$ cat config.mk
export PLATFORM = sky130hd
export DESIGN_NAME = mic_interrupt_controller
export DESIGN_NICKNAME = d
export VERILOG_FILES = /design/src/hw/mic_pkg.sv /design/src/hw/mic_interrupt_controller.sv
export SDC_FILE = /design/constraint.sdc
export NUM_CORES = 1
export LEC_CHECK = 0
export ABC_AREA = 1
export BUFFER_PORTS_ARGS = -buffer_cell sky130_fd_sc_hd__buf_4
export CORE_MARGIN = 5
export CORE_UTILIZATION = 52
export DETAILED_ROUTE_END_ITERATION = 7
export PLACE_DENSITY = 0.78
export SLEW_MARGIN = 20
export SYNTH_ARGS = -nofsm -noshare
export SYNTH_HDL_FRONTEND = slang
export SYNTH_SLANG_ARGS = --single-unit
$ cat constraint.sdc
create_clock -name clock -period 6 [get_ports clock]
set_clock_uncertainty 0.05 [all_clocks]
set_input_delay 0.6 -clock clock [delete_from_list [all_inputs] [get_ports clock]]
set_output_delay 0.6 -clock clock [all_outputs]
set_load 0.02 [all_outputs]
$ cat src/hw/mic_pkg.sv
// package: register map, field positions, vectors and codes of the interrupt controller
package mic_pkg;
    // register offsets on the plain register port (chosen map)
    localparam logic [2:0] ADDR_FLAG_ENABLE_A = 3'h0;
    localparam logic [2:0] ADDR_FLAG_ENABLE_B = 3'h1;
    localparam logic [2:0] ADDR_PIN_EDGE_SELECT = 3'h2;
    localparam logic [2:0] ADDR_PRESCALER_SOURCE = 3'h3;
    localparam logic [2:0] ADDR_TICK_PERIOD_CTRL = 3'h4;
    localparam logic [2:0] ADDR_STATUS = 3'h5;
    // first register fields
    localparam int A_TIMER_FLAG = 6;
    localparam int A_TOUCH_FLAG = 5;
    localparam int A_PIN_FLAG = 4;
    localparam int A_TIMER_ON = 3;
    localparam int A_TOUCH_ON = 2;
    localparam int A_PIN_ON = 1;
    localparam int A_GLOBAL_ON = 0;
    // second register fields
    localparam int B_TICK_FLAG = 5;
    localparam int B_OVERVOLT_FLAG = 4;
    localparam int B_TICK_ON = 1;
    localparam int B_OVERVOLT_ON = 0;
    // tick control fields
    localparam int TICK_ON_BIT = 7;
    localparam logic [7:0] RESET_BYTE = 8'h00;
    localparam logic [7:0] A_WRITE_MASK = 8'h7f;
    localparam logic [7:0] B_WRITE_MASK = 8'h33;
    localparam logic [7:0] TICK_WRITE_MASK = 8'h87;
    // source indices, highest priority first
    localparam int SRC_PIN = 0;
    localparam int SRC_TOUCH = 1;
    localparam int SRC_TIMER = 2;
    localparam int SRC_OVERVOLT = 3;
    localparam int SRC_TICK = 4;
    localparam int NUM_SRC = 5;
    // vector addresses, one per source
    localparam logic [10:0] VEC_PIN = 11'h004;
    localparam logic [10:0] VEC_TOUCH = 11'h008;
    localparam logic [10:0] VEC_TIMER = 11'h00c;
    localparam logic [10:0] VEC_OVERVOLT = 11'h010;
    localparam logic [10:0] VEC_TICK = 11'h014;
    // pin edge modes
    localparam logic [1:0] EDGE_OFF = 2'h0;
    localparam logic [1:0] EDGE_RISE = 2'h1;
    localparam logic [1:0] EDGE_FALL = 2'h2;
    localparam logic [1:0] EDGE_BOTH = 2'h3;
    // prescaler sources
    localparam logic [1:0] PSC_SYS = 2'h0;
    localparam logic [1:0] PSC_SYS_DIV4 = 2'h1;
    localparam int TICK_MIN_EXP = 8;
    localparam int TICK_DIV_WIDTH = 16;
    localparam int PC_WIDTH = 11;
    // service sequencer states
    typedef enum logic [1:0] {
        SEQ_RUN = 2'b01,
        SEQ_TAKE = 2'b10
    } mic_seq_e;
endpackage

$ cat src/hw/mic_interrupt_controller.sv
// interrupt controller: flags, enables, pin edge detect, tick divider, vectoring to the core
//
// Behaviour
// - first register: timer, touch, pin flags, three enables, global
// - second register: tick, overvolt flags and enables
// - events set flag; vector only if enabled
// - disabled source sets flag, no vector
// - global off blocks every interrupt
// - take: push return pc, load vector
// - return-from-irq pops pc and resumes
// - servicing clears global enable; nesting only if software sets it again
// - requests during service keep their flags
// - stack full blocks acknowledgement
// - simultaneous requests use fixed priority
// - any flag rising wakes from sleep
// - pin flag set on selected edge
// - edge mode: off, rise, fall, both
// - pin input only when enabled and input
// - servicing clears the source's own flag
// - touch slot overflow sets touch flag
// - timer overflow sets timer flag
// - overvoltage detect sets overvolt flag
// - tick flag set on time base overflow
// - prescaler source: sys, sys/4, sub clock
// - tick period 2^8..2^15, tick on enables
`timescale 1ns/1ps
`default_nettype none
module mic_interrupt_controller (
    input wire logic clock,
    input wire logic rst_n,
    input wire logic [2:0] reg_addr,
    input wire logic [7:0] reg_wdata,
    input wire logic reg_write,
    input wire logic reg_read,
    output logic [7:0] reg_rdata,
    input wire logic pin_in,
    input wire logic pin_is_input,
    input wire logic touch_overflow,
    input wire logic timer_overflow,
    input wire logic overvolt_detect,
    input wire logic sub_clock,
    input wire logic [10:0] core_next_pc,
    input wire logic core_stack_full,
    input wire logic core_take_ok,
    input wire logic return_from_irq,
    output logic irq_take,
    output logic [10:0] irq_vector,
    output logic [10:0] irq_push_pc,
    output logic irq_wake
);
    logic [7:0] a_reg, a_next;
    logic [7:0] b_reg, b_next;
    logic [1:0] pin_edge_mode_reg, pin_edge_mode_next;
    logic [1:0] prescaler_source_reg, prescaler_source_next;
    logic [7:0] tick_period_ctrl_reg, tick_period_ctrl_next;
    logic [7:0] rdata_reg, rdata_next;
    logic pin_s1_reg, pin_s2_reg, pin_s3_reg;
    logic sub_s1_reg, sub_s2_reg, sub_s3_reg;
    logic [1:0] div4_reg, div4_next;
    logic [15:0] tick_cnt_reg, tick_cnt_next;
    logic tick_pulse_reg, tick_pulse_next;
    mic_pkg::mic_seq_e seq_reg, seq_next;
    logic take_reg, take_next;
    logic [10:0] vec_reg, vec_next;
    logic [10:0] push_reg, push_next;
    logic wake_reg, wake_next;
    logic [4:0] flags, enables, events, pending, grant;
    logic pin_edge, psc_tick, any_req;

    // lowest set bit wins: bit 0 is the highest priority source
    function automatic logic [4:0] pick_first(input logic [4:0] req);
        logic [4:0] g;
        g = 5'h00;
        for (int i = mic_pkg::NUM_SRC - 1; i >= 0; i--) begin
            if (req[i]) begin
                g = 5'h00;
                g[i] = 1'b1;
            end
        end
        return g;
    endfunction

    function automatic logic [10:0] vector_of(input logic [4:0] g);
        logic [10:0] v;
        v = mic_pkg::VEC_TICK;
        if (g[mic_pkg::SRC_PIN]) v = mic_pkg::VEC_PIN;
        else if (g[mic_pkg::SRC_TOUCH]) v = mic_pkg::VEC_TOUCH;
        else if (g[mic_pkg::SRC_TIMER]) v = mic_pkg::VEC_TIMER;
        else if (g[mic_pkg::SRC_OVERVOLT]) v = mic_pkg::VEC_OVERVOLT;
        return v;
    endfunction

    // pin and sub clock come from outside: two flops before any logic, third for the edge
    always_ff @(posedge clock or negedge rst_n) begin
        if (!rst_n) begin
            pin_s1_reg <= 1'b0;
            pin_s2_reg <= 1'b0;
            pin_s3_reg <= 1'b0;
            sub_s1_reg <= 1'b0;
            sub_s2_reg <= 1'b0;
            sub_s3_reg <= 1'b0;
        end else begin
            pin_s1_reg <= pin_in;
            pin_s2_reg <= pin_s1_reg;
            pin_s3_reg <= pin_s2_reg;
            sub_s1_reg <= sub_clock;
            sub_s2_reg <= sub_s1_reg;
            sub_s3_reg <= sub_s2_reg;
        end
    end

    // edge decode; the pin only counts while enabled and set as input
    always_comb begin
        unique case (pin_edge_mode_reg)
            mic_pkg::EDGE_RISE: pin_edge = pin_s2_reg & ~pin_s3_reg;
            mic_pkg::EDGE_FALL: pin_edge = ~pin_s2_reg & pin_s3_reg;
            mic_pkg::EDGE_BOTH: pin_edge = pin_s2_reg ^ pin_s3_reg;
            default: pin_edge = 1'b0;
        endcase
        pin_edge = pin_edge & a_reg[mic_pkg::A_PIN_ON] & pin_is_input;
    end

    // prescaler source pulse and tick divider
    always_comb begin
        div4_next = div4_reg + 2'h1;
        if (prescaler_source_reg == mic_pkg::PSC_SYS) psc_tick = 1'b1;
        else if (prescaler_source_reg == mic_pkg::PSC_SYS_DIV4) psc_tick = (div4_reg == 2'h3);
        else psc_tick = sub_s2_reg & ~sub_s3_reg;
        tick_cnt_next = tick_cnt_reg;
        tick_pulse_next = 1'b0;
        if (!tick_period_ctrl_reg[mic_pkg::TICK_ON_BIT]) begin
            tick_cnt_next = 16'h0000;
        end else if (psc_tick) begin
            tick_cnt_next = tick_cnt_reg + 16'h0001;
            // overflow of bit (8 + sel - 1) marks the chosen period
            if (tick_cnt_next[mic_pkg::TICK_MIN_EXP - 1 + int'(tick_period_ctrl_reg[2:0])] == 1'b0 &&
                tick_cnt_reg[mic_pkg::TICK_MIN_EXP - 1 + int'(tick_period_ctrl_reg[2:0])] == 1'b1) begin
                tick_pulse_next = 1'b1;
            end
        end
    end

    always_ff @(posedge clock or negedge rst_n) begin
        if (!rst_n) begin
            div4_reg <= 2'h0;
            tick_cnt_reg <= 16'h0000;
            tick_pulse_reg <= 1'b0;
        end else begin
            div4_reg <= div4_next;
            tick_cnt_reg <= tick_cnt_next;
            tick_pulse_reg <= tick_pulse_next;
        end
    end

    // pin and tick pulses reach their flags one edge later
    a_pin_sets: assert property (@(posedge clock) disable iff (!rst_n)
        pin_edge |=> a_reg[mic_pkg::A_PIN_FLAG])
        else $error("pin edge lost");

    // a pin that is not an enabled input never raises the flag
    a_pin_input: assert property (@(posedge clock) disable iff (!rst_n)
        !pin_is_input || !a_reg[mic_pkg::A_PIN_ON] |-> !pin_edge)
        else $error("pin edge while not an enabled input");

    a_tick_sets: assert property (@(posedge clock) disable iff (!rst_n)
        tick_pulse_reg |=> b_reg[mic_pkg::B_TICK_FLAG])
        else $error("tick pulse lost");

    // tick off restarts the period from zero
    a_tick_cleared: assert property (@(posedge clock) disable iff (!rst_n)
        !tick_period_ctrl_reg[mic_pkg::TICK_ON_BIT] |=> tick_cnt_reg == 16'h0000 && !tick_pulse_reg)
        else $error("tick divider ran while off");

    assign flags = {b_reg[mic_pkg::B_TICK_FLAG], b_reg[mic_pkg::B_OVERVOLT_FLAG], a_reg[mic_pkg::A_TIMER_FLAG],
                    a_reg[mic_pkg::A_TOUCH_FLAG], a_reg[mic_pkg::A_PIN_FLAG]};
    assign enables = {b_reg[mic_pkg::B_TICK_ON], b_reg[mic_pkg::B_OVERVOLT_ON], a_reg[mic_pkg::A_TIMER_ON],
                      a_reg[mic_pkg::A_TOUCH_ON], a_reg[mic_pkg::A_PIN_ON]};
    assign events = {tick_pulse_reg, overvolt_detect, timer_overflow, touch_overflow, pin_edge};
    assign pending = flags & enables;
    assign any_req = (|pending) & a_reg[mic_pkg::A_GLOBAL_ON] & ~core_stack_full;
    assign grant = pick_first(pending);

    // service sequencer: one take pulse, then back to run on the next edge
    always_comb begin
        seq_next = seq_reg;
        take_next = 1'b0;
        vec_next = vec_reg;
        push_next = push_reg;
        unique case (seq_reg)
            mic_pkg::SEQ_RUN: begin
                if (any_req && core_take_ok) begin
                    seq_next = mic_pkg::SEQ_TAKE;
                    take_next = 1'b1;
                    vec_next = vector_of(grant);
                    push_next = core_next_pc;
                end
            end
            mic_pkg::SEQ_TAKE: seq_next = mic_pkg::SEQ_RUN;
        endcase
    end

    // register file: event set wins over software clear
    always_comb begin
        logic [4:0] f;
        logic [4:0] clr;
        f = flags;
        clr = (seq_reg == mic_pkg::SEQ_RUN && any_req && core_take_ok) ? grant : 5'h00;
        a_next = a_reg;
        b_next = b_reg;
        pin_edge_mode_next = pin_edge_mode_reg;
        prescaler_source_next = prescaler_source_reg;
        tick_period_ctrl_next = tick_period_ctrl_reg;
        if (reg_write) begin
            unique case (reg_addr)
                mic_pkg::ADDR_FLAG_ENABLE_A: begin
                    a_next = reg_wdata & mic_pkg::A_WRITE_MASK;
                    f[mic_pkg::SRC_PIN] = reg_wdata[mic_pkg::A_PIN_FLAG];
                    f[mic_pkg::SRC_TOUCH] = reg_wdata[mic_pkg::A_TOUCH_FLAG];
                    f[mic_pkg::SRC_TIMER] = reg_wdata[mic_pkg::A_TIMER_FLAG];
                end
                mic_pkg::ADDR_FLAG_ENABLE_B: begin
                    b_next = reg_wdata & mic_pkg::B_WRITE_MASK;
                    f[mic_pkg::SRC_OVERVOLT] = reg_wdata[mic_pkg::B_OVERVOLT_FLAG];
                    f[mic_pkg::SRC_TICK] = reg_wdata[mic_pkg::B_TICK_FLAG];
                end
                mic_pkg::ADDR_PIN_EDGE_SELECT: pin_edge_mode_next = reg_wdata[1:0];
                mic_pkg::ADDR_PRESCALER_SOURCE: prescaler_source_next = reg_wdata[1:0];
                mic_pkg::ADDR_TICK_PERIOD_CTRL: tick_period_ctrl_next = reg_wdata & mic_pkg::TICK_WRITE_MASK;
                default: ;
            endcase
        end
        f = (f & ~clr) | events;
        if (clr != 5'h00) a_next[mic_pkg::A_GLOBAL_ON] = 1'b0;
        else if (return_from_irq) a_next[mic_pkg::A_GLOBAL_ON] = 1'b1;
        a_next[mic_pkg::A_PIN_FLAG] = f[mic_pkg::SRC_PIN];
        a_next[mic_pkg::A_TOUCH_FLAG] = f[mic_pkg::SRC_TOUCH];
        a_next[mic_pkg::A_TIMER_FLAG] = f[mic_pkg::SRC_TIMER];
        b_next[mic_pkg::B_OVERVOLT_FLAG] = f[mic_pkg::SRC_OVERVOLT];
        b_next[mic_pkg::B_TICK_FLAG] = f[mic_pkg::SRC_TICK];
        wake_next = |(events & ~flags);
        rdata_next = 8'h00;
        if (reg_read) begin
            unique case (reg_addr)
                mic_pkg::ADDR_FLAG_ENABLE_A: rdata_next = a_reg;
                mic_pkg::ADDR_FLAG_ENABLE_B: rdata_next = b_reg;
                mic_pkg::ADDR_PIN_EDGE_SELECT: rdata_next = {6'h00, pin_edge_mode_reg};
                mic_pkg::ADDR_PRESCALER_SOURCE: rdata_next = {6'h00, prescaler_source_reg};
                mic_pkg::ADDR_TICK_PERIOD_CTRL: rdata_next = tick_period_ctrl_reg;
                mic_pkg::ADDR_STATUS: rdata_next = {2'h0, seq_reg == mic_pkg::SEQ_TAKE, grant};
                default: rdata_next = 8'h00;
            endcase
        end
    end

    always_ff @(posedge clock or negedge rst_n) begin
        if (!rst_n) begin
            a_reg <= mic_pkg::RESET_BYTE;
            b_reg <= mic_pkg::RESET_BYTE;
            pin_edge_mode_reg <= 2'h0;
            prescaler_source_reg <= 2'h0;
            tick_period_ctrl_reg <= mic_pkg::RESET_BYTE;
            rdata_reg <= 8'h00;
            seq_reg <= mic_pkg::SEQ_RUN;
            take_reg <= 1'b0;
            vec_reg <= 11'h000;
            push_reg <= 11'h000;
            wake_reg <= 1'b0;
        end else begin
            a_reg <= a_next;
            b_reg <= b_next;
            pin_edge_mode_reg <= pin_edge_mode_next;
            prescaler_source_reg <= prescaler_source_next;
            tick_period_ctrl_reg <= tick_period_ctrl_next;
            rdata_reg <= rdata_next;
            seq_reg <= seq_next;
            take_reg <= take_next;
            vec_reg <= vec_next;
            push_reg <= push_next;
            wake_reg <= wake_next;
        end
    end

    assign reg_rdata = rdata_reg;
    assign irq_take = take_reg;
    assign irq_vector = vec_reg;
    assign irq_push_pc = push_reg;
    assign irq_wake = wake_reg;

    // take needs global enable one cycle earlier, and clears it
    a_take_global: assert property (@(posedge clock) disable iff (!rst_n)
        $rose(irq_take) |-> $past(a_reg[mic_pkg::A_GLOBAL_ON]) && !a_reg[mic_pkg::A_GLOBAL_ON])
        else $error("interrupt taken without global enable");
    a_take_stack: assert property (@(posedge clock) disable iff (!rst_n)
        irq_take |-> !$past(core_stack_full))
        else $error("interrupt taken with full stack");
    a_take_enabled: assert property (@(posedge clock) disable iff (!rst_n)
        irq_take |-> |($past(pending)))
        else $error("interrupt taken with nothing enabled pending");
    a_take_single: assert property (@(posedge clock) disable iff (!rst_n)
        irq_take |=> !irq_take)
        else $error("two takes back to back");
    a_pin_vector: assert property (@(posedge clock) disable iff (!rst_n)
        irq_take && $past(pending[mic_pkg::SRC_PIN]) |-> irq_vector == mic_pkg::VEC_PIN)
        else $error("pin not given top priority");
    a_push_pc: assert property (@(posedge clock) disable iff (!rst_n)
        irq_take |-> irq_push_pc == $past(core_next_pc))
        else $error("pushed pc mismatch");
    a_event_sets: assert property (@(posedge clock) disable iff (!rst_n)
        timer_overflow |=> a_reg[mic_pkg::A_TIMER_FLAG])
        else $error("timer overflow lost");
    a_return_from_irq_global: assert property (@(posedge clock) disable iff (!rst_n)
        return_from_irq && !any_req |=> a_reg[mic_pkg::A_GLOBAL_ON])
        else $error("return did not re-enable");
    a_wake_rise: assert property (@(posedge clock) disable iff (!rst_n)
        irq_wake |-> |(flags & ~$past(flags)))
        else $error("wake without a rising flag");
    a_pin_off: assert property (@(posedge clock) disable iff (!rst_n)
        pin_edge_mode_reg == mic_pkg::EDGE_OFF |-> !pin_edge)
        else $error("pin edge while disabled");

    // every outside event lands in its own flag
    a_touch_sets: assert property (@(posedge clock) disable iff (!rst_n)
        touch_overflow |=> a_reg[mic_pkg::A_TOUCH_FLAG])
        else $error("touch overflow lost");

    a_overvolt_sets: assert property (@(posedge clock) disable iff (!rst_n)
        overvolt_detect |=> b_reg[mic_pkg::B_OVERVOLT_FLAG])
        else $error("overvoltage detect lost");

    // a rising flag wakes whatever the enables hold
    a_wake_event: assert property (@(posedge clock) disable iff (!rst_n)
        |(events & ~flags) |=> irq_wake)
        else $error("rising flag gave no wake");

    // with global off nothing is taken next cycle
    a_global_blocks: assert property (@(posedge clock) disable iff (!rst_n)
        !a_reg[mic_pkg::A_GLOBAL_ON] |=> !irq_take)
        else $error("take while global off");

    a_tick_enabled: assert property (@(posedge clock) disable iff (!rst_n)
        irq_take && irq_vector == mic_pkg::VEC_TICK |-> $past(b_reg[mic_pkg::B_TICK_ON]))
        else $error("tick vector without tick enable");

    a_touch_priority: assert property (@(posedge clock) disable iff (!rst_n)
        irq_take && $past(pending[mic_pkg::SRC_TOUCH]) && !$past(pending[mic_pkg::SRC_PIN]) |->
        irq_vector == mic_pkg::VEC_TOUCH)
        else $error("touch not served first");

    // service clears the granted flag unless an event hits the same edge
    a_timer_cleared: assert property (@(posedge clock) disable iff (!rst_n)
        irq_take && irq_vector == mic_pkg::VEC_TIMER && !$past(timer_overflow) |->
        !a_reg[mic_pkg::A_TIMER_FLAG])
        else $error("timer flag kept after service");

    // blocked requests stay until software writes the register
    a_flag_kept: assert property (@(posedge clock) disable iff (!rst_n)
        a_reg[mic_pkg::A_TOUCH_FLAG] && !a_reg[mic_pkg::A_GLOBAL_ON] &&
        !(reg_write && reg_addr == mic_pkg::ADDR_FLAG_ENABLE_A) |=> a_reg[mic_pkg::A_TOUCH_FLAG])
        else $error("blocked touch request dropped");

    // unused bits read back as zero
    a_first_reserved: assert property (@(posedge clock) disable iff (!rst_n)
        reg_read && reg_addr == mic_pkg::ADDR_FLAG_ENABLE_A |=> !reg_rdata[7])
        else $error("reserved bit of first register set");

    a_second_reserved: assert property (@(posedge clock) disable iff (!rst_n)
        reg_read && reg_addr == mic_pkg::ADDR_FLAG_ENABLE_B |=> reg_rdata[7:6] == 2'h0 && reg_rdata[3:2] == 2'h0)
        else $error("reserved bits of second register set");

    c_take_pin: cover property (@(posedge clock) disable iff (!rst_n) irq_take && irq_vector == mic_pkg::VEC_PIN);
    c_take_tick: cover property (@(posedge clock) disable iff (!rst_n) irq_take && irq_vector == mic_pkg::VEC_TICK);
    c_full_block: cover property (@(posedge clock) disable iff (!rst_n) |pending && core_stack_full);
    c_wake: cover property (@(posedge clock) disable iff (!rst_n) irq_wake);
    c_nested: cover property (@(posedge clock) disable iff (!rst_n) irq_take && irq_push_pc == mic_pkg::VEC_TIMER);
endmodule // mic_interrupt_controller
`default_nettype wire

; ---- Word level (Yosys, flattened, before mapping)
; Index checks and enable logic that the tools add are counted.
[word_totals]
reg_bits = 78
out_inout_bits = 32
[op_classes]
n_addsub = 3
n_lt_le_gt_ge = 1
eq_ne = 14
bitwise = 19
muxes = 37
reduce_logical = 18
[op_table]
columns = cell, n
row1 = two-way mux 5 bit, 10
row2 = case mux 8 bit (6 select lines), 1
row3 = two-way mux 16 bit, 2
row4 = adder 16 x 1 -> 16 bit (second input constant), 1
row5 = bitwise AND 5 bit, 3
row6 = two-way mux 1 bit, 15
row7 = AND reduction 2 bit, 7
row8 = inverter 5 bit, 2
row9 = OR reduction 5 bit, 2
row10 = binary-select mux 1 bit (select 4 bit), 2
row11 = == test 2 bit (second input constant), 4
row12 = two-way mux 8 bit, 1
row13 = bitwise AND 1 bit, 7
row14 = == test 2 x 1 -> 1 bit (second input constant), 3
row15 = == test 3 x 2 -> 1 bit (second input constant), 2
row16 = == test 3 bit (second input constant), 2
row17 = two-way mux 3 bit, 2
row18 = nonzero test 3 bit, 2
row19 = < comparator 4 x 5 -> 1 bit (second input constant), 1
row20 = inverter 1 bit, 5
row21 = bitwise OR 5 bit, 1
row22 = nonzero test 5 bit, 1
row23 = adder 3 x 3 -> 4 bit (first input constant), 1
row24 = logical AND 1 bit, 4
row25 = 10 further kinds, 11

; ---- Depth between registers and ports, before layout
; Gate-level depths: netlist of run 1.
[logic_depth]
word_depth = 10
depth_mapped = 13
ltp_nobuf = 13

; ---- Worst setup path after synthesis of run 1
; Ideal clock, no wire load.
[synth_path]
path_kind = reg2reg
startpoint = reg tick_period_ctrl_reg[0]
endpoint = reg tick_pulse_reg
t_arrival_ns = 1.767
setup_ns = 0.115
path_buffers = 3
setup_slack_ns = 4.068
stages_incl_launch_ff = 14
synth_period_minus_slack_ns = 1.932
path_cell_list = dfrtp_1 > buf_2 > inv_1 > buf_4 > ha_1 > clkbuf_1 > a21oi_1 > o21ai_0 > o21ai_0 > nand2_1 > nand2_1 > nand3_1 > nand2_1 > nor2_1
[synth_via]
elab_chain_len = 9
word_cells_on_any_way = 12
cone_classes = 1 x add/sub / 9 x mux / 1 x bitwise / 1 x reduce/logical
[synth_rtl]
columns = element, line
row1 = start: declaration, mic_interrupt_controller.sv:55  ; logic [7:0] tick_period_ctrl_reg, tick_period_ctrl_next;
row2 = start signal: assignment, mic_interrupt_controller.sv:261  ; tick_period_ctrl_reg <= mic_pkg::RESET_BYTE;
row3 = start signal: assignment, mic_interrupt_controller.sv:273  ; tick_period_ctrl_reg <= tick_period_ctrl_next;
row4 = adder 3 x 3 -> 4 bit *, "mic_interrupt_controller.sv:136, mic_interrupt_controller.sv:137"
row5 = binary-select mux 1 bit (select 4 bit), mic_interrupt_controller.sv:136  ; if (tick_cnt_next[mic_pkg::TICK_MIN_EXP - 1 + int'(tick_period_ctrl_reg[2:0])] == 1'b0 &&
row6 = two-way mux 1 bit (implied by the code) (2 in series), mic_interrupt_controller.sv:136
row7 = inverter 1 bit, mic_interrupt_controller.sv:136
row8 = logical AND 1 bit *, mic_interrupt_controller.sv:136
row9 = two-way mux 1 bit *, mic_interrupt_controller.sv:136
row10 = two-way mux 1 bit *, mic_interrupt_controller.sv:133  ; end else if (psc_tick) begin
row11 = two-way mux 1 bit *, mic_interrupt_controller.sv:131  ; if (!tick_period_ctrl_reg[mic_pkg::TICK_ON_BIT]) begin
row12 = net tick_pulse_next, mic_interrupt_controller.sv:61  ; logic tick_pulse_reg, tick_pulse_next;
row13 = end signal: assignment, mic_interrupt_controller.sv:151  ; tick_pulse_reg <= tick_pulse_next;
row14 = end: declaration, mic_interrupt_controller.sv:61
; Mark *: on every way through the listed nets, which the timed path passes. The rest lies on a longest branch. The select of a mux whose other input is x is not followed.
; A chain may end at the register's enable or synchronous reset.

; ---- Worst setup path in the final report of run 1
; Ends and elaborated chain as after synthesis.

==> results.md, run 1 <==
- Sw power: 506 µW
- Int Power: between 800 and 900 µW
- CP Launch Type: register
- EDFF count, synth: 0
- Critical Path Most Common Cell: nor2_1
- DR pass1 iterations: 5
- GRT Total Usage: 21.4%
- Initial antenna violation count: 0
- Routed wire length: 8700 µm
- Crit-path max cell delay: ~0.59 ns
- Die area: ~8600 µm²
- Period minus WS final: 2.37 ns
- Antenna-violating nets left: 0
- RR Endpoint: tick_pulse_reg
- Peak supply drop: 147 µV
- DRT iter0 DRCs: about 170
- Yosys warnings: 0
- Count leader, synth: nand2_1
- Clock power frac: 25.1%
- First-pass GRT wire length: between 10000 and 15000 µm
- Finished Core Util: between 60% and 70%
- Status: completed
- Gpl congestion: 0.923
- Postcts setup bufs: 0
- CP Max Fanout: 16
- Die Y: 92.9 µm
- Dominant synthesized flop cell: dfrtp_1
- Finish-stage setup viols: 0
- Vias in the first global route: 3216
- Port-buffer cells: 58
- Syn Inst Count: 441
- Max transition margin: a little over two fifths
- Clock Root Buffer: clkbuf_8
- Synth Area per Inst: 8.10 µm²
- Slew Limit Fails: 0
- FF+latch count, synth: 70
- Total leakage power: 0.00215 µW
- Synth top area cells: dfrtp_1 48%, nand2_1 13%, inv_1 5.4%
- Asr flop ratio synth: 100%
- Final Cycle Share: 39.5%
- Worst Hold Class: in -> async
- Power density cells: 333 nW/µm²
- Worst endpoint data arrival time: approximately 2.6 ns
- Synth unique cells: 41
- H-tree levels: 3
- Sequential fraction of the synthesis area: 49.1%
- Inserted Diodes: 0
- Detail Placement HPWL: 6340 µm
- Achievable Freq: 422 MHz
- Layout area overhead: 17.9%
- Hold Vio Cnt, Final: 0
- RSZ-0062 raised after global routing: no
- Worst Reg2Reg Path Length in Cells: 10
- FP Rows: 30
- CP required: around 6.2 ns
- Reg-to-reg slack, setup: 3.63 ns
- Clock slew at reported path FFs: 0.07 ns
- CP Capture Type: register
- Max clock buf depth: 2
- Largest net degree at the start of global routing: 71
- Register share of total power: 45.0%
- Clk_lat worst skew: 0.35 ns
- Top cells by count, synth: 127 x nand2_1, 69 x dfrtp_1, 51 x inv_1, 31 x o21ai_0, 26 x nand3_1
- Vias: 3209
- Avg WL per Cell: around 15 µm
- CTS Buf Count: 9
- TritonCTS clock tree: yes
- Layout Nets: 542
- Residual DRC count: 0
- Slowest CP cell: ha_1
- Worst-path cell chain: inv_1 > ha_1 > inv_1 > a21oi_1 > o21ai_0 > a21oi_1 > nand2_1 > nor2_1 > nor2_1 > nor2_1
- Hold buffers post-CTS: 0
- Clk sinks: 70
- Logic pwr share: 29.9%
- Final Cell Area: 4210 µm²
- Area of the core: 6760 µm²
- DP Area: 4040 µm²
- Area share of the largest cell type after synthesis: 48.3%
- GRT overflow: 0
- WS Path Type: reg -> reg
- Max FFs per register: 16
- Worst-margin pin slew: between 0.8 and 0.9 ns
- Setup TNS Final: 0 ns
- Synth Cell Area: approximately 3600 µm²
- Sw frac: 36.1%
- Die extent in x: 92.9 µm
- Vias/cell: 5.47
- Synth area leader: dfrtp_1
- IO Pins: 67
- Post_cts resized: 0
- Starting Density: between 50% and 60%
- RR Startpoint: tick_period_ctrl_reg[0]
- Layout cells sized above 1: 18.9%
- Max-cap viol count: 0
-- cell usage in the layout (no fill, tap or decap), types with 3 or more instances in the layout --
| cell | n |
|---|---|
| nand3_2 | 3 |
| nor3_1 | 6 |
| a221oi_1 | 3 |
| nand2_1 | 127 |
| dfrtp_1 | 69 |
| conb_1 | 8 |
| o21ai_1 | 4 |
| a21oi_1 | 15 |
| buf_4 | 58 |
| a22oi_1 | 4 |
| o21ai_0 | 31 |
| nand3_1 | 26 |
| nor2_1 | 25 |
| inv_1 | 51 |
| o22ai_1 | 6 |
| nor2_2 | 4 |
| ha_1 | 5 |
| inv_2 | 3 |
| nor2_4 | 3 |
| clkbuf_8 | 11 |
| nand4_1 | 10 |
| o211ai_1 | 4 |
| nand2_2 | 6 |
-- metrics by stage --
step                      hold slack, ns  std cells  setup WS (ns)  power (µW)
final                              0.294        587           3.63        1400
after CTS                          0.296        587           3.68        1410
after global routing               0.293        587           3.39        1490
after floorplan                    0.254        448           4.07         894
after global placement             0.283        571           3.76        1050
after detailed placement           0.287        571           3.71        1060
-- power groups by stage --
| stage | Combinational [µW] | Sequential [µW] | Clock, µW |
|---|---|---|---|
| 2_1_floorplan | 215 | 679 | 0 |
| 3_3_place_gp | 412 | 635 | 0 |
| 3_5_place_dp | 420 | 638 | 0 |
| 4_1_cts | 422 | 630 | 357 |
| 5_1_grt | 469 | 643 | 377 |
| 6_report | 420 | 631 | 351 |
-- layer usage --
layer	up-vias	wire (µm)	track usage (%)
met1	1514	3830	28.2
met3	18	489	4.96
met4	0	182	9.40
li1	1557	-	-
met5	-	0	0
met2	120	4190	33.8
-- how the worst max path moves through the flow --
stage | startpoint | end | slack (ns)
2_1_floorplan | tick_period_ctrl_reg[0] | tick_pulse_reg | 4.07
3_3_place_gp | tick_period_ctrl_reg[0] | tick_pulse_reg | 3.76
3_5_place_dp | tick_period_ctrl_reg[0] | tick_pulse_reg | 3.71
4_1_cts | tick_period_ctrl_reg[0] | tick_pulse_reg | 3.68
5_1_grt | tick_period_ctrl_reg[0] | tick_pulse_reg | 3.39
6_report | tick_period_ctrl_reg[0] | tick_pulse_reg | 3.63
-- worst max-delay path, delay by kind of cell, from the launching register on --
kind	cells	cell delay [ns]
adders and majority gates	1	0.59
buffers and inverters	2	0.45
AOI/OAI and AO/OA	3	0.40
DFF	1	0.54
and+or+nand+nor	4	0.28
-- cell families (layout without fill, tap and decap cells) --
group	Yosys count	in the layout	synth area share [%]
buffers and inverters	69	128	8.44
flip-flops	70	70	49.1
other	1	8	0.105
AO/OA/AOI/OAI	76	76	12.5
XOR/XNOR	3	3	0.736
adder cells (fa/ha/maj)	5	5	1.75
multiplexers	2	2	0.595
AND/OR/NAND/NOR	215	215	26.8
-- area by class of cell --
type / instances / area, µm²
Clock buffer: 13 / 159
Clock inverter: 3 / 18.8
Fill cell: 589 / 2540
Inverter: 54 / 203
Multi-Input combinational cell: 309 / 1540
Sequential cell: 70 / 1750
Tap cell: 80 / 100
Timing Repair Buffer: 58 / 435
(Power assumes the default switching activity.)
==> inputs of run 2 (changes only) <==
==> constraint.sdc (replaced) <==
create_clock -name clock -period 2.27 [get_ports clock]
set_clock_uncertainty 0.05 [all_clocks]
set_input_delay 0.227 -clock clock [delete_from_list [all_inputs] [get_ports clock]]
set_output_delay 0.227 -clock clock [all_outputs]
set_load 0.02 [all_outputs]
==> run 2 against run 1 <==
Effect of this change:
- via count about the same
- final cell count is 1.0% higher
- clock power grew to 2.9 times the previous value
- flip-flop and latch count did not move
- largest power group unchanged
- die area is the same
- maximum frequency rose by 19%
==> results.md, run 2 (same netlist as run 1, synthesis figures left out) <==
- Vias: 3207 (-0.062%)
- DP Area: 4060 µm² (+0.56%)
- Initial antenna violation count: 0 (unchanged)
- Clock power frac: 26.8% (+1.7 points)
- Inserted Diodes: 0 (unchanged)
- Max-cap viol count: 0 (unchanged)
- Clock Root Buffer: clkbuf_8
- Max transition margin: 42.4% (+0.31 points)
- CP Capture Type: register
- Die area: 8630 µm² (unchanged)
- Hold Vio Cnt, Final: 0 (unchanged)
- H-tree levels: 3 (unchanged)
- Die Y: 92.9 µm (unchanged)
- # fillers: 570 (-3.2%)
- FP Rows: 30 (unchanged)
- Clk sinks: 70 (unchanged)
- Logic pwr share: 29.7% (-0.2 points)
- Register share of total power: 43.6% (-1.4 points)
- Worst endpoint data arrival time: 2.21 ns (-0.39 ns)
- Period minus WS final: 1.99 ns (-0.383 ns)
- Footprint of the multi-input gates: 1550 µm² (+0.16%)
- Commonest non-fill, non-tap cells in the layout: 127 x nand2_1, 69 x dfrtp_1, 61 x buf_4
- Antenna-violating nets left: 0 (unchanged)
- Worst Hold Class: in -> reg
- Largest net degree at the start of global routing: 71 (unchanged)
- Crit path from: tick_period_ctrl_reg[0]
- RR Endpoint: tick_pulse_reg
- Slew Limit Fails: 0 (unchanged)
- Clk_lat worst skew: 0.35 ns (about the same)
- Sw power: 1350 µW (+170%)
- Sequential Area: 1750 µm² (unchanged)
- CP Max Fanout: 11 (-5)
- Hold Crit Endpoint: irq_push_pc[7]
- Final Cycle Share: 87.6% (+48 points)
- Area of the core: 6760 µm² (unchanged)
- Postcts setup bufs: 0 (unchanged)
- RSZ-0062 raised after global routing: no
- Final Non-Filler Cells: 593 (+1.0%)
- TritonCTS clock tree: yes
- Total leakage power: 0.00217 µW (+1.3%)
- Vias in the first global route: 3096 (-3.7%)
- Int Power: 2470 µW (+180%)
- CP Launch Type: register
- Achievable Freq: 503 MHz (+19%)
- Clock slew at reported path FFs: 0.08 ns (about the same)
- Detail Placement HPWL: 6420 µm (+1.3%)
- Hold WS: 0.0195 ns (-0.274 ns)
- IO Pins: 67 (unchanged)
- DRT iter0 DRCs: 178 (+2.3%)
- Die extent in x: 92.9 µm (unchanged)
- Hold_sp: core_next_pc[7]
- Setup TNS Final: 0 ns (unchanged)
- Sw frac: 35.3% (-0.78 points)
- Avg WL per Cell: 14.6 µm (-1.3%)
- Power density cells: 890 nW/µm² (+170%)
- Max FFs per register: 16 (unchanged)
- Layout cells sized above 1: 19.7% (+0.75 points)
- Starting Density: 52.9% (unchanged)
- Layout area overhead: 20.1%
- Finished Core Util: 63.5% (+1.1 points)
- Routed wire length: 8670 µm (-0.33%)
- CTS Buf Count: 9 (unchanged)
- Worst Reg2Reg Path Length in Cells: 10 (unchanged)
- Hold depth: 3
- Reg-to-reg slack, setup: 0.28 ns (-3.35 ns)
- Placed Cells: 574 (+0.53%)
- DR pass1 iterations: 5 (unchanged)
- Max clock buf depth: 2 (unchanged)
- Most common cell after layout, fill and taps aside: nand2_1
- First-pass GRT wire length: 14500 µm (-0.24%)
- Residual DRC count: 0 (unchanged)
- WS Path Type: reg -> reg
- Finish-stage setup viols: 0 (unchanged)
- RR Startpoint: tick_period_ctrl_reg[0]
- GRT Total Usage: 21.2% (-0.27 points)
- Peak supply drop: 454 µV (+210%)
- Layout Nets: 548 (+1.1%)
- GRT overflow: 0 (unchanged)
- Status: completed
- Gpl congestion: 0.912 (-1.2%)
- Port-buffer cells: 58 (unchanged)
- Vias/cell: 5.41 (-1.1%)
- CP required: 2.50 ns (-3.73 ns)
- Final Cell Area: 4290 µm² (+1.8%)
- Worst-margin pin slew: 0.863 ns (-0.00468 ns)
==> run 2: cell count changes in the layout (fill, tap and decap cells not counted) <==
cell | before | now
buf_4 | 58 | 61
dlygate4sd3_1 | 0 | 3
clkinvlp_4 | 0 | 2
bufinv_16 | 0 | 1
clkbuf_1 | 2 | 1
clkbuf_8 | 11 | 10
clkinv_2 | 2 | 1
ha_1 | 5 | 4
ha_2 | 0 | 1
==> run 2: layout make-up <==
cell class              instances  share of cell area, %
clock inverters                 5                   1.37
clock buffers                  11                   3.30
well taps                      80                   2.33
inverters                      54                   4.72
flip-flops and latches         70                   40.9
multi-input cells             309                   36.0
repair buffers                 64                   11.4
==> run 2: worst max-delay path by stage <==
stage               cells past startpoint             end  slack, ns
floorplan                              13  tick_pulse_reg       0.34
global placement                       10  tick_pulse_reg       0.30
detailed placement                     10  tick_pulse_reg       0.21
CTS                                    10  tick_pulse_reg       0.18
global route                           10  tick_pulse_reg       0.02
finish                                 10  tick_pulse_reg       0.28
==> run 2: per-layer routing <==
metal  routed length, µm  part of all wire, %  vias up  track usage (%)
li1                    -                    -     1563                -
met1                3770                   44     1510             28.0
met2                4190                   48      115             34.1
met3                 512                  5.9       19             3.66
met4                 185                  2.1        0             9.28
met5                   0                    0        -                0
==> run 2: power by group through the flow <==
stage,Sequential [µW],Clock [µW],Combinational (µW)
after global routing,1690,1100,1260
after detailed placement,1690,0,1130
after floorplan,1790,0,569
after CTS,1660,1040,1140
after global placement,1670,0,1100
final,1660,1020,1130
==> run 2: per-stage QoR <==
step           worst slack [ns]  power, µW
2_1_floorplan             0.338       2360
3_3_place_gp              0.303       2780
3_5_place_dp              0.214       2810
4_1_cts                   0.178       3840
5_1_grt                  0.0168       4050
6_report                  0.282       3820
==> run 2: worst max-delay path, stage by stage, from the launching register on <==
cell	delay [ns]
dfrtp_1	0.54
inv_1	0.11
ha_2	0.46
inv_1	0.12
a21oi_1	0.12
o21ai_0	0.09
a21oi_1	0.13
nand2_1	0.06
nor2_1	0.08
nor2_1	0.05
nor2_1	0.11
==> run 2: what timing repair did <==
item	4_1_cts	5_1_grt
hold endpoints to repair	71	0
hold buffers	3	0
setup endpoints to repair	0	1
gates resized for setup	0	1
